[config.mk]
export PLATFORM = sky130hd
export DESIGN_NAME = bus_channel_enable_loopback
export DESIGN_NICKNAME = d
export VERILOG_FILES = /design/src/chan_slice.v /design/src/bus_channel_enable_loopback.v
export VERILOG_INCLUDE_DIRS = /design/src
export SDC_FILE = /design/constraint.sdc
export NUM_CORES = 1
export LEC_CHECK = 0
export ABC_AREA = 1
export BUFFER_PORTS_ARGS = -buffer_cell sky130_fd_sc_hd__clkbuf_2
export CAP_MARGIN = 20
export CORE_MARGIN = 2
export CORE_UTILIZATION = 50
export CTS_CLUSTER_DIAMETER = 80
export DETAILED_ROUTE_END_ITERATION = 10
export PLACE_DENSITY = 0.86
export REMOVE_ABC_BUFFERS = 1
export SLEW_MARGIN = 15
export SYNTH_ARGS = -nofsm -noshare
export SYNTH_HDL_FRONTEND = slang
export SYNTH_HIERARCHICAL = 1
export SYNTH_SLANG_ARGS = --single-unit
[constraint.sdc]
create_clock -name mclk_i -period 1.74 [get_ports mclk_i]
set_clock_uncertainty 0.1 [all_clocks]
set_input_delay 0.174 -clock mclk_i [delete_from_list [all_inputs] [get_ports mclk_i]]
set_output_delay 0.174 -clock mclk_i [all_outputs]
set_load 0.03 [all_outputs]
[src/chan_ctl_consts.vh]
// Constants for the per-channel enable and loop control block.
// Assumes inclusion by bare name from the design files.
`ifndef CHAN_CTL_CONSTS_VH
`define CHAN_CTL_CONSTS_VH
`define CH_NUM_CHANNELS   4
`define CH_QPTR_WIDTH     2
`define CH_STATUS_WIDTH   8
`define CH_BUF_WIDTH      16
`define CH_EN_RESET       1'b0
`define CH_LOOP_RESET     1'b0
`define CH_ST_DISABLED    2'h0
`define CH_ST_ACTIVE      2'h1
`define CH_ST_LOOP        2'h2
`endif

[src/chan_slice.v]
// One channel: enable/loop state machine, queue pointers, status, buffer and bus routing.
// Assumes synchronous inputs on mclk_i; the host port decoder supplies settings and strobes.
`timescale 1ns/1ps
`include "chan_ctl_consts.vh"
module chan_slice #(
  parameter QW = `CH_QPTR_WIDTH,
  parameter SW = `CH_STATUS_WIDTH,
  parameter BW = `CH_BUF_WIDTH
) (
  input  wire          mclk_i,
  input  wire          resetn_i,
  input  wire          en_wr_i,
  input  wire          en_val_i,
  input  wire          loop_wr_i,
  input  wire          loop_val_i,
  input  wire          tx_push_i,
  input  wire          rx_pop_i,
  input  wire          xfer_start_i,
  input  wire          xfer_done_i,
  input  wire [BW-1:0] buf_wdata_i,
  input  wire          buf_wr_i,
  input  wire [SW-1:0] status_set_i,
  input  wire          tx_bit_i,
  input  wire          bus_rx_i,
  output reg           drive_permit_o,
  output reg           loop_o,
  output reg           busy_o,
  output reg  [QW-1:0] tx_ptr_o,
  output reg  [QW-1:0] rx_ptr_o,
  output reg  [SW-1:0] status_o,
  output reg  [BW-1:0] buf_o,
  output reg           bus_tx_o,
  output reg           bus_oe_o,
  output reg           rx_bit_o
);
  localparam [1:0] ST_DIS  = `CH_ST_DISABLED;
  localparam [1:0] ST_ACT  = `CH_ST_ACTIVE;
  localparam [1:0] ST_LOOP = `CH_ST_LOOP;

  reg  [1:0] state_r;
  reg  [1:0] state_nxt;
  reg        clear_all;
  wire       en_nxt;
  wire       loop_nxt;

  assign en_nxt   = en_wr_i ? en_val_i : drive_permit_o;
  assign loop_nxt = loop_wr_i ? loop_val_i : loop_o;

  always @* begin
    state_nxt = state_r;
    clear_all = 1'b0;
    case (state_r)
      ST_DIS: begin
        if (loop_nxt) begin
          state_nxt = ST_LOOP;
          clear_all = 1'b1;
        end else if (en_nxt) begin
          state_nxt = ST_ACT;
        end
      end
      ST_ACT: begin
        if (loop_nxt) begin
          state_nxt = ST_LOOP;
          clear_all = 1'b1;
        end else if (!en_nxt) begin
          state_nxt = ST_DIS;
          clear_all = 1'b1;
        end
      end
      ST_LOOP: begin
        if (!loop_nxt) begin
          state_nxt = ST_DIS;
          clear_all = 1'b1;
        end
      end
      default: begin
        state_nxt = ST_DIS;
        clear_all = 1'b1;
      end
    endcase
  end

  always @(posedge mclk_i) begin
    if (!resetn_i) begin
      state_r        <= ST_DIS;
      drive_permit_o <= `CH_EN_RESET;
      loop_o         <= `CH_LOOP_RESET;
      busy_o         <= 1'b0;
      tx_ptr_o       <= {QW{1'b0}};
      rx_ptr_o       <= {QW{1'b0}};
      status_o       <= {SW{1'b0}};
      buf_o          <= {BW{1'b0}};
    end else begin
      state_r <= state_nxt;
      loop_o  <= loop_nxt;
      // Entering loop drops the enable; leaving loop also leaves it at its reset value
      drive_permit_o <= (state_nxt == ST_ACT) ? 1'b1 : `CH_EN_RESET;
      if (clear_all) begin
        busy_o   <= 1'b0;
        tx_ptr_o <= {QW{1'b0}};
        rx_ptr_o <= {QW{1'b0}};
        status_o <= {SW{1'b0}};
        buf_o    <= {BW{1'b0}};
      end else if (state_r != ST_DIS) begin
        // Same wrap-around counters in loop and normal mode
        if (tx_push_i)
          tx_ptr_o <= tx_ptr_o + {{(QW-1){1'b0}}, 1'b1};
        if (rx_pop_i)
          rx_ptr_o <= rx_ptr_o + {{(QW-1){1'b0}}, 1'b1};
        if (xfer_start_i)
          busy_o <= 1'b1;
        else if (xfer_done_i)
          busy_o <= 1'b0;
        status_o <= status_o | status_set_i;
        if (buf_wr_i)
          buf_o <= buf_wdata_i;
      end
    end
  end

  always @(posedge mclk_i) begin
    if (!resetn_i) begin
      bus_tx_o <= 1'b0;
      bus_oe_o <= 1'b0;
      rx_bit_o <= 1'b0;
    end else begin
      // Bus driven only when active; loop isolates the external lines
      bus_oe_o <= (state_nxt == ST_ACT);
      bus_tx_o <= (state_nxt == ST_ACT) ? tx_bit_i : 1'b0;
      rx_bit_o <= (state_nxt == ST_LOOP) ? tx_bit_i :
                  (state_nxt == ST_ACT)  ? bus_rx_i : 1'b0;
    end
  end
endmodule // chan_slice

[src/bus_channel_enable_loopback.v]
// Top of the differential_sensor_bus channel enable and loop control, all channels.
// Assumes the host port decoder gives one-cycle write strobes per channel, synchronous.
`timescale 1ns/1ps
`include "chan_ctl_consts.vh"
module bus_channel_enable_loopback #(
  parameter NCH = `CH_NUM_CHANNELS,
  parameter QW  = `CH_QPTR_WIDTH,
  parameter SW  = `CH_STATUS_WIDTH,
  parameter BW  = `CH_BUF_WIDTH
) (
  input  wire              mclk_i,
  input  wire              resetn_i,
  input  wire [NCH-1:0]    en_wr_i,
  input  wire [NCH-1:0]    en_val_i,
  input  wire [NCH-1:0]    loop_wr_i,
  input  wire [NCH-1:0]    loop_val_i,
  input  wire [NCH-1:0]    tx_push_i,
  input  wire [NCH-1:0]    rx_pop_i,
  input  wire [NCH-1:0]    xfer_start_i,
  input  wire [NCH-1:0]    xfer_done_i,
  input  wire [NCH*BW-1:0] buf_wdata_i,
  input  wire [NCH-1:0]    buf_wr_i,
  input  wire [NCH*SW-1:0] status_set_i,
  input  wire [NCH-1:0]    tx_bit_i,
  input  wire [NCH-1:0]    bus_rx_i,
  output wire [NCH-1:0]    channel_drive_permit_bit_o,
  output wire [NCH-1:0]    loop_o,
  output wire [NCH-1:0]    busy_o,
  output wire [NCH*QW-1:0] tx_ptr_o,
  output wire [NCH*QW-1:0] rx_ptr_o,
  output wire [NCH*SW-1:0] status_o,
  output wire [NCH*BW-1:0] buf_o,
  output wire [NCH-1:0]    bus_tx_o,
  output wire [NCH-1:0]    bus_oe_o,
  output wire [NCH-1:0]    rx_bit_o
);
  // Each slice owns all of its state, so one channel's clear cannot reach another
  genvar g;
  generate
    for (g = 0; g < NCH; g = g + 1) begin : g_ch
      chan_slice #(.QW(QW), .SW(SW), .BW(BW)) u_ch (
        .mclk_i         (mclk_i),
        .resetn_i       (resetn_i),
        .en_wr_i        (en_wr_i[g]),
        .en_val_i       (en_val_i[g]),
        .loop_wr_i      (loop_wr_i[g]),
        .loop_val_i     (loop_val_i[g]),
        .tx_push_i      (tx_push_i[g]),
        .rx_pop_i       (rx_pop_i[g]),
        .xfer_start_i   (xfer_start_i[g]),
        .xfer_done_i    (xfer_done_i[g]),
        .buf_wdata_i    (buf_wdata_i[g*BW +: BW]),
        .buf_wr_i       (buf_wr_i[g]),
        .status_set_i   (status_set_i[g*SW +: SW]),
        .tx_bit_i       (tx_bit_i[g]),
        .bus_rx_i       (bus_rx_i[g]),
        .drive_permit_o (channel_drive_permit_bit_o[g]),
        .loop_o         (loop_o[g]),
        .busy_o         (busy_o[g]),
        .tx_ptr_o       (tx_ptr_o[g*QW +: QW]),
        .rx_ptr_o       (rx_ptr_o[g*QW +: QW]),
        .status_o       (status_o[g*SW +: SW]),
        .buf_o          (buf_o[g*BW +: BW]),
        .bus_tx_o       (bus_tx_o[g]),
        .bus_oe_o       (bus_oe_o[g]),
        .rx_bit_o       (rx_bit_o[g])
      );
    end
  endgenerate
endmodule // bus_channel_enable_loopback

==> results.md, run 1 <==
* Status: finished clean
* TritonRoute pass-1 iters at 7
* Min cycle time layout at around 1.6 ns
* GPL Wtd Cong at 0.881
* Core Box Area at about 11000 sq um
* Drt drc at 0
* Buf/Inv on CP at 2
* CTS Buf Count at 17
* Initial Util at 0.507
* Slew headroom at 0.751
* Setup Crit Path Kind: reg -> reg
* Fin nets at between 1000 and 1500
* First DRT Iteration DRCs at 553
* Synth unique cells at 18
* Worst skew pair latency at between 0.4 and 0.5 ns
* Combinational fraction of design power at 0.165
* Post-CTS setup repair buffer count at 0
* Met3 Wirelength at ~1.8 mm
* NetSw at 0.00224 W
* Cells after Synth at 764
* CTS tree: done
* Register area at 2800 sq um
* Switching Share at 0.268
* Final Cell Area at between 8000 and 9000 sq um
* H-Tree Depth at 4
* Tot GR Track Use at 0.326
* Port Buffers at 277
* Peak Freq at about 620 MHz
* Commonest non-fill, non-tap cells in the layout: 277 x clkbuf_2, 184 x nand2_1, 140 x dfxtp_1, 102 x dlygate4sd3_1, 92 x nor2_1
* CTS Root Cell: clkbuf_16
* Critical Path RT at between 1.5 and 2 ns
* Internal at 0.00611 W
* Worst VDD drop at between 0.0007 and 0.0008 V
* Clock Tree Buf Depth at 2
* Clock sinks at 140
* Clk slew on worst S/H paths at 0.06 ns
* Slowest cell on the critical path: dlygate4sd3_1
* RSZ-0062 raised after global routing: false
* Critical path launch point type: flip-flop
* Post-synthesis average cell area at approximately 7.5 sq um
* Pwr per Cell Area at between 900 and 1000 nW/um^2
* Via count at between 6000 and 7000
* Largest net degree at the start of global routing at 30
* Post-DP HPWL at 10.7 mm
* Area of the multi-input gates at 2270 sq um
* Antenna violations before repair at 0
* Final setup vio count at 0
* Die X-Extent at around 110 microns
* Crit-path cells: inv_1 -> nand2_2 -> nand2_1 -> nand4_1 -> a21oi_1 -> dlygate4sd3_1
* WL/cell at between 15 and 20 microns
* Register bit total from synthesis at 140
* Max-cap violations at 0
* # rows at 39
* Syn. warnings at 6
* Area growth syn-to-layout at 53.3%
* Final period utilization at 0.930
* Cell family with most CP delay: buffers and inverters
* Die Y at approximately 110 microns
* Seq/Total Area, Yosys at 0.490
* Die area at about 12000 sq um
* DP Area at between 7000 and 8000 sq um
* Setup TNS at 0 ns
* Hold Vio Cnt, Final at 0
* Clock network fraction of total power at 0.429
* Max incr delay on CP at around 0.57 ns
* Critical path arrival at 1.81 ns
* Global-route wire length before repair at 32.4 mm
* Slew @ Worst Pin at 0.373 ns
* GR Overflow Total at 0
* Post-cts resize count at 0
* Ports at ~280
* Vias per Instance at 5.18
* Vias in the first global route at between 6000 and 7000
* Static Leakage at 4.38 nW
* Most common cell after layout, fill and taps aside: clkbuf_2
* Total chip power at about 0.0083 W
* DRT Wirelength at slightly above 20 mm
* Max FO, Critical Path at 4
* Flop pwr share at 0.406
* HP Class: in -> reg
* Max Slew Vio Count at 0
* Filler Cells Inserted at roughly 660
* Top sig layer: met4
* Synthesized area at roughly 5700 sq um
* DR WL met2 at roughly 10 mm
* Remaining antenna violation count after routing at 0
* CP Capture Type: flip-flop
* Wl on met1 at between 7 and 8 mm
* # diodes at 0
* Layout cell share with drive strength beyond 1 at 0.334
[power by group through the flow]
| stage | Combinational [W] | Sequential [W] | Clock (W) |
|---|---|---|---|
| 3_3_place_gp | 0.00110 | 0.00344 | 0 |
| 5_1_grt | 0.00147 | 0.00340 | 0.00376 |
| 6_report | 0.00138 | 0.00339 | 0.00358 |
| 2_1_floorplan | 0.000447 | 0.00364 | 0 |
| 3_5_place_dp | 0.00112 | 0.00345 | 0 |
| 4_1_cts | 0.00131 | 0.00338 | 0.00358 |
[cell type report]
class,instances,share of cell area
Clock inverter,7,0.00999
Inverter,96,0.0411
Multi-Input combinational cell,488,0.259
Sequential cell,140,0.320
Tap cell,143,0.0204
Timing Repair Buffer,394,0.293
Clock buffer,24,0.0561
[per-layer routing]
layer	vias up	GRT usage
met2	452	0.587
met4	0	0.171
met1	3056	0.342
li1	3096	-
met3	95	0.0973
met5	-	0
[cells by family after synthesis]
family                 Yosys count  synth area share
AO/OA/AOI/OAI                   40            0.0368
XOR/XNOR                        16            0.0245
buffers and inverters          136             0.112
flip-flops                     140             0.490
AND/OR/NAND/NOR                432             0.336
[sequential cells by signal (all words and copies together) (netlist names)]
| signal | count |
|---|---|
| g_ch.u_ch/loop_o | 4 |
| g_ch.u_ch/busy_o | 4 |
| g_ch.u_ch/buf_o | 64 |
| g_ch.u_ch/status_o | 32 |
| g_ch.u_ch/drive_permit_o | 4 |
| g_ch.u_ch/rx_bit_o | 4 |
| g_ch.u_ch/rx_ptr_o | 8 |
| g_ch.u_ch/bus_tx_o | 4 |
| g_ch.u_ch/state_r | 8 |
| g_ch.u_ch/tx_ptr_o | 8 |
[worst paths after layout]
| path | slack (ns) | depth (start not counted) | from | end |
|---|---|---|---|---|
| hold reg to reg | 0.38 | 2 | g_ch[1].u_ch/status_o[5]$_SDFFE_PP0N_ | g_ch[1].u_ch/status_o[5]$_SDFFE_PP0N_ |
| setup reg to reg | 0.12 | 6 | g_ch[0].u_ch/loop_o$_SDFF_PN0_ | g_ch[0].u_ch/rx_bit_o$_SDFF_PN0_ |
| setup / recovery | 0.12 | 6 | g_ch[0].u_ch/loop_o$_SDFF_PN0_ | g_ch[0].u_ch/rx_bit_o$_SDFF_PN0_ |
| hold / removal | 0.02 | 5 | buf_wdata_i[15] | g_ch[0].u_ch/buf_o[15]$_SDFFE_PP0P_ |
[metrics by stage]
step | std cells | utilization | setup WS [ns] | hold WS (ns)
after detailed placement | 1159 | 0.635 | 0.365 | 0.327
after global placement | 1159 | 0.635 | 0.438 | 0.316
final | 1292 | 0.777 | 0.122 | 0.0158
after CTS | 1292 | 0.777 | 0.161 | 0.00288
after floorplan | 724 | - | 0.0196 | 0.234
after global routing | 1292 | 0.777 | 0.0547 | 0.0103
[worst reg2reg max path: cells and delay by family, from the launching register on]
kind | cells | cell delay [ns]
simple gates | 3 | 0.31
buf+inv | 2 | 0.65
flops | 1 | 0.38
compound gates | 1 | 0.06
[cell usage after synthesis]
cell / instances / share of area
a21oi_1: 36 / 0.032
a22oi_1: 4 / 0.0053
buf_2: 20 / 0.018
buf_4: 12 / 0.016
buf_6: 8 / 0.016
dfxtp_1: 140 / 0.49
inv_1: 88 / 0.058
inv_2: 8 / 0.0053
nand2_1: 184 / 0.12
nand2_2: 12 / 0.013
nand3_1: 84 / 0.074
nand3_2: 4 / 0.0070
nand4_1: 8 / 0.0088
nor2_1: 92 / 0.060
nor2_2: 40 / 0.044
nor3_1: 4 / 0.0035
nor3b_1: 4 / 0.0053
xor2_1: 16 / 0.025
[repair_timing]
| action | in CTS | in global routing |
|---|---|---|
| endpoints found under the hold margin | 95 | 0 |
| hold buffers | 102 | 0 |
| endpoints found under the setup margin | 0 | 0 |
No activity file was read; power rests on OpenSTA's default activity.
==> run 2, diff against run 1 <==
CORE_UTILIZATION = 46   (was 50)
PLACE_DENSITY = 0.8   (was 0.86)
clock period = 1.81 ns   (was 1.74 ns; I/O delays follow)
==> results.md, run 2 (synthesized netlist as in run 1, its figures left out) <==
* # rows at 40 (+2.6%)
* Vias per Instance at 4.76 (-8.2%)
* Most common cell after layout, fill and taps aside: clkbuf_2
* Area growth syn-to-layout at 55.3%
* Vias in the first global route at 5853 (-11%)
* Tot GR Track Use at 0.258 (-0.0685)
* Slew @ Worst Pin at 0.369 ns (-0.00374 ns)
* Final setup vio count at 0 (unchanged)
* RSZ-0062 raised after global routing: false
* Antenna violations before repair at 0 (unchanged)
* CTS Buf Count at 17 (unchanged)
* Biggest regs: g_ch.u_ch/buf_o x64, g_ch.u_ch/status_o x32
* Hold Vio Cnt, Final at 0 (unchanged)
* Layout cell share with drive strength beyond 1 at 0.337 (+0.00259)
* TritonRoute pass-1 iters at 5 (-2)
* Global-route wire length before repair at 26.9 mm (-17%)
* Register area at 2800 sq um (unchanged)
* Critical Path RT at 2.01 ns (+0.08 ns)
* Final period utilization at 0.949 (+0.0192)
* Filler Cells Inserted at 843 (+29%)
* Commonest non-fill, non-tap cells in the layout: 277 x clkbuf_2, 184 x nand2_1, 140 x dfxtp_1, 105 x dlygate4sd3_1, 92 x nor2_1
* GR Overflow Total at 0 (unchanged)
* Clock sinks at 140 (unchanged)
* Port Buffers at 277 (unchanged)
* Die area at 13300 sq um (+8.4%)
* Max FO, Critical Path at 15 (+11)
* Max reg flops at 64 (unchanged)
* DRT Wirelength at 17.9 mm (-13%)
* Via count at 6295 (-6.0%)
* Worst skew pair latency at 0.41 ns (about the same)
* Peak Freq at 582 MHz (-5.8%)
* Largest net degree at the start of global routing at 30 (unchanged)
* Clk slew on worst S/H paths at 0.06 ns (about the same)
* H-Tree Depth at 4 (unchanged)
* CTS Root Cell: clkbuf_16
* Static Leakage at 4.40 nW (+0.48%)
* Internal at 0.00595 W (-2.7%)
* Core Box Area at 12100 sq um (+7.0%)
* CP Capture Type: flip-flop
* Clock Tree Buf Depth at 2 (unchanged)
* Post-DP HPWL at 10.8 mm (+0.13%)
* Drt drc at 0 (unchanged)
* Combinational fraction of design power at 0.162 (-0.003)
* Area of the multi-input gates at 2290 sq um (+0.94%)
* Largest register by flop count: g_ch.u_ch/buf_o
* Max-cap violations at 0 (unchanged)
* Max Slew Vio Count at 0 (unchanged)
* NetSw at 0.00211 W (-5.6%)
* Total chip power at 0.00806 W (-3.4%)
* Critical path launch point type: flip-flop
* Fin nets at 1285 (+0.47%)
* Slew headroom at 0.754 (+0.00249)
* GPL Wtd Cong at 0.899 (+2.0%)
* Initial Util at 0.474 (-0.0332)
* HP Class: in -> reg
* Pwr per Cell Area at 908 nW/um^2 (-4.7%)
* # diodes at 0 (unchanged)
* Setup ws final at 0.0923 ns (-0.0298 ns)
* First DRT Iteration DRCs at 545 (-1.4%)
* Flop pwr share at 0.403 (-0.003)
* Setup Crit Path Kind: reg -> reg
* Worst slack, placed at 0.338 ns (-0.0268 ns)
* Status: finished clean
* Final cell count without fillers at 1323 (+2.4%)
* Min cycle time layout at 1.72 ns (+0.0998 ns)
* Setup TNS at 0 ns (unchanged)
* Critical path arrival at 1.91 ns (+0.10 ns)
* Die Y at 115 microns (+4.1%)
* Clock network fraction of total power at 0.435 (+0.006)
* Switching Share at 0.262 (-0.00592)
* Cells after DPL at 1182 (+2.0%)
* CTS tree: done
* Die X-Extent at 115 microns (+4.1%)
* Remaining antenna violation count after routing at 0 (unchanged)
* Worst VDD drop at 0.000649 V (-12%)
* Ports at 278 (unchanged)
* Reg2reg setup slack at 0.09 ns (-0.03 ns)
* WL/cell at 13.5 microns (-15%)
-- run 2: cell types whose count changed in the layout (fill, tap and decap cells not counted), moves of 2 or more --
cell	change
buf_4	+4
clkbuf_1	-2
clkbuf_8	-2
clkinvlp_4	+3
dlygate4sd3_1	+3
-- run 2: layout make-up --
| class | count | area share |
|---|---|---|
| flip-flops and latches | 140 | 0.316 |
| repair buffers | 400 | 0.294 |
| multi-input cells | 488 | 0.258 |
| clock buffers | 20 | 0.0514 |
| inverters | 96 | 0.0406 |
| well taps | 168 | 0.0237 |
| clock inverters | 11 | 0.0162 |
-- run 2: timing repair --
action,in CTS,in global routing
setup buffers,0,5
gates resized for setup,0,3
endpoints found under the setup margin,0,1
hold endpoints to repair,100,0
hold buffers,105,0
-- run 2: per-stage QoR --
| stage | utilization | area (sq um) | hold WS [ns] |
|---|---|---|---|
| after floorplan | - | 5440 | 0.241 |
| after global placement | 0.594 | 7170 | 0.325 |
| after detailed placement | 0.594 | 7170 | 0.333 |
| after CTS | 0.731 | 8820 | 0.000140 |
| after global routing | 0.736 | 8880 | 0.0189 |
| final | 0.736 | 8880 | 0.0141 |
-- run 2: final timing paths --
check	endpoint	depth (start not counted)	startpoint
worst max-delay path	g_ch[0].u_ch/busy_o$_SDFFE_PP0P_	6	g_ch[0].u_ch/state_r[1]$_SDFF_PN0_
worst min-delay path	g_ch[1].u_ch/rx_ptr_o[0]$_SDFFE_PP0P_	4	rx_pop_i[1]
worst max register to register	g_ch[0].u_ch/busy_o$_SDFFE_PP0P_	6	g_ch[0].u_ch/state_r[1]$_SDFF_PN0_
worst min register to register	g_ch[2].u_ch/status_o[5]$_SDFFE_PP0N_	2	g_ch[2].u_ch/status_o[5]$_SDFFE_PP0N_
-- run 2: routing by layer --
metal / global-route usage / part of all wire / up-vias
met5: 0 / 0 / -
met4: 0.126 / 0.033 / 0
met3: 0.0868 / 0.090 / 52
met2: 0.449 / 0.50 / 294
met1: 0.280 / 0.38 / 2842
li1: - / - / 3107
-- run 2: power by group through the flow --
stage,Sequential (W),Clock [W],Combinational (W)
2_1_floorplan,0.00350,0,0.000430
3_3_place_gp,0.00331,0,0.00105
3_5_place_dp,0.00331,0,0.00106
4_1_cts,0.00325,0.00356,0.00125
5_1_grt,0.00326,0.00370,0.00141
6_report,0.00325,0.00350,0.00131
-- run 2: critical path, stage by stage (launching register included) --
cell and delay, ns:
dfxtp_1 0.36, inv_2 0.10, nand2_8 0.14, nand2_1 0.07
a22oi_1 0.19, nor2_2 0.07, dlygate4sd3_1 0.57
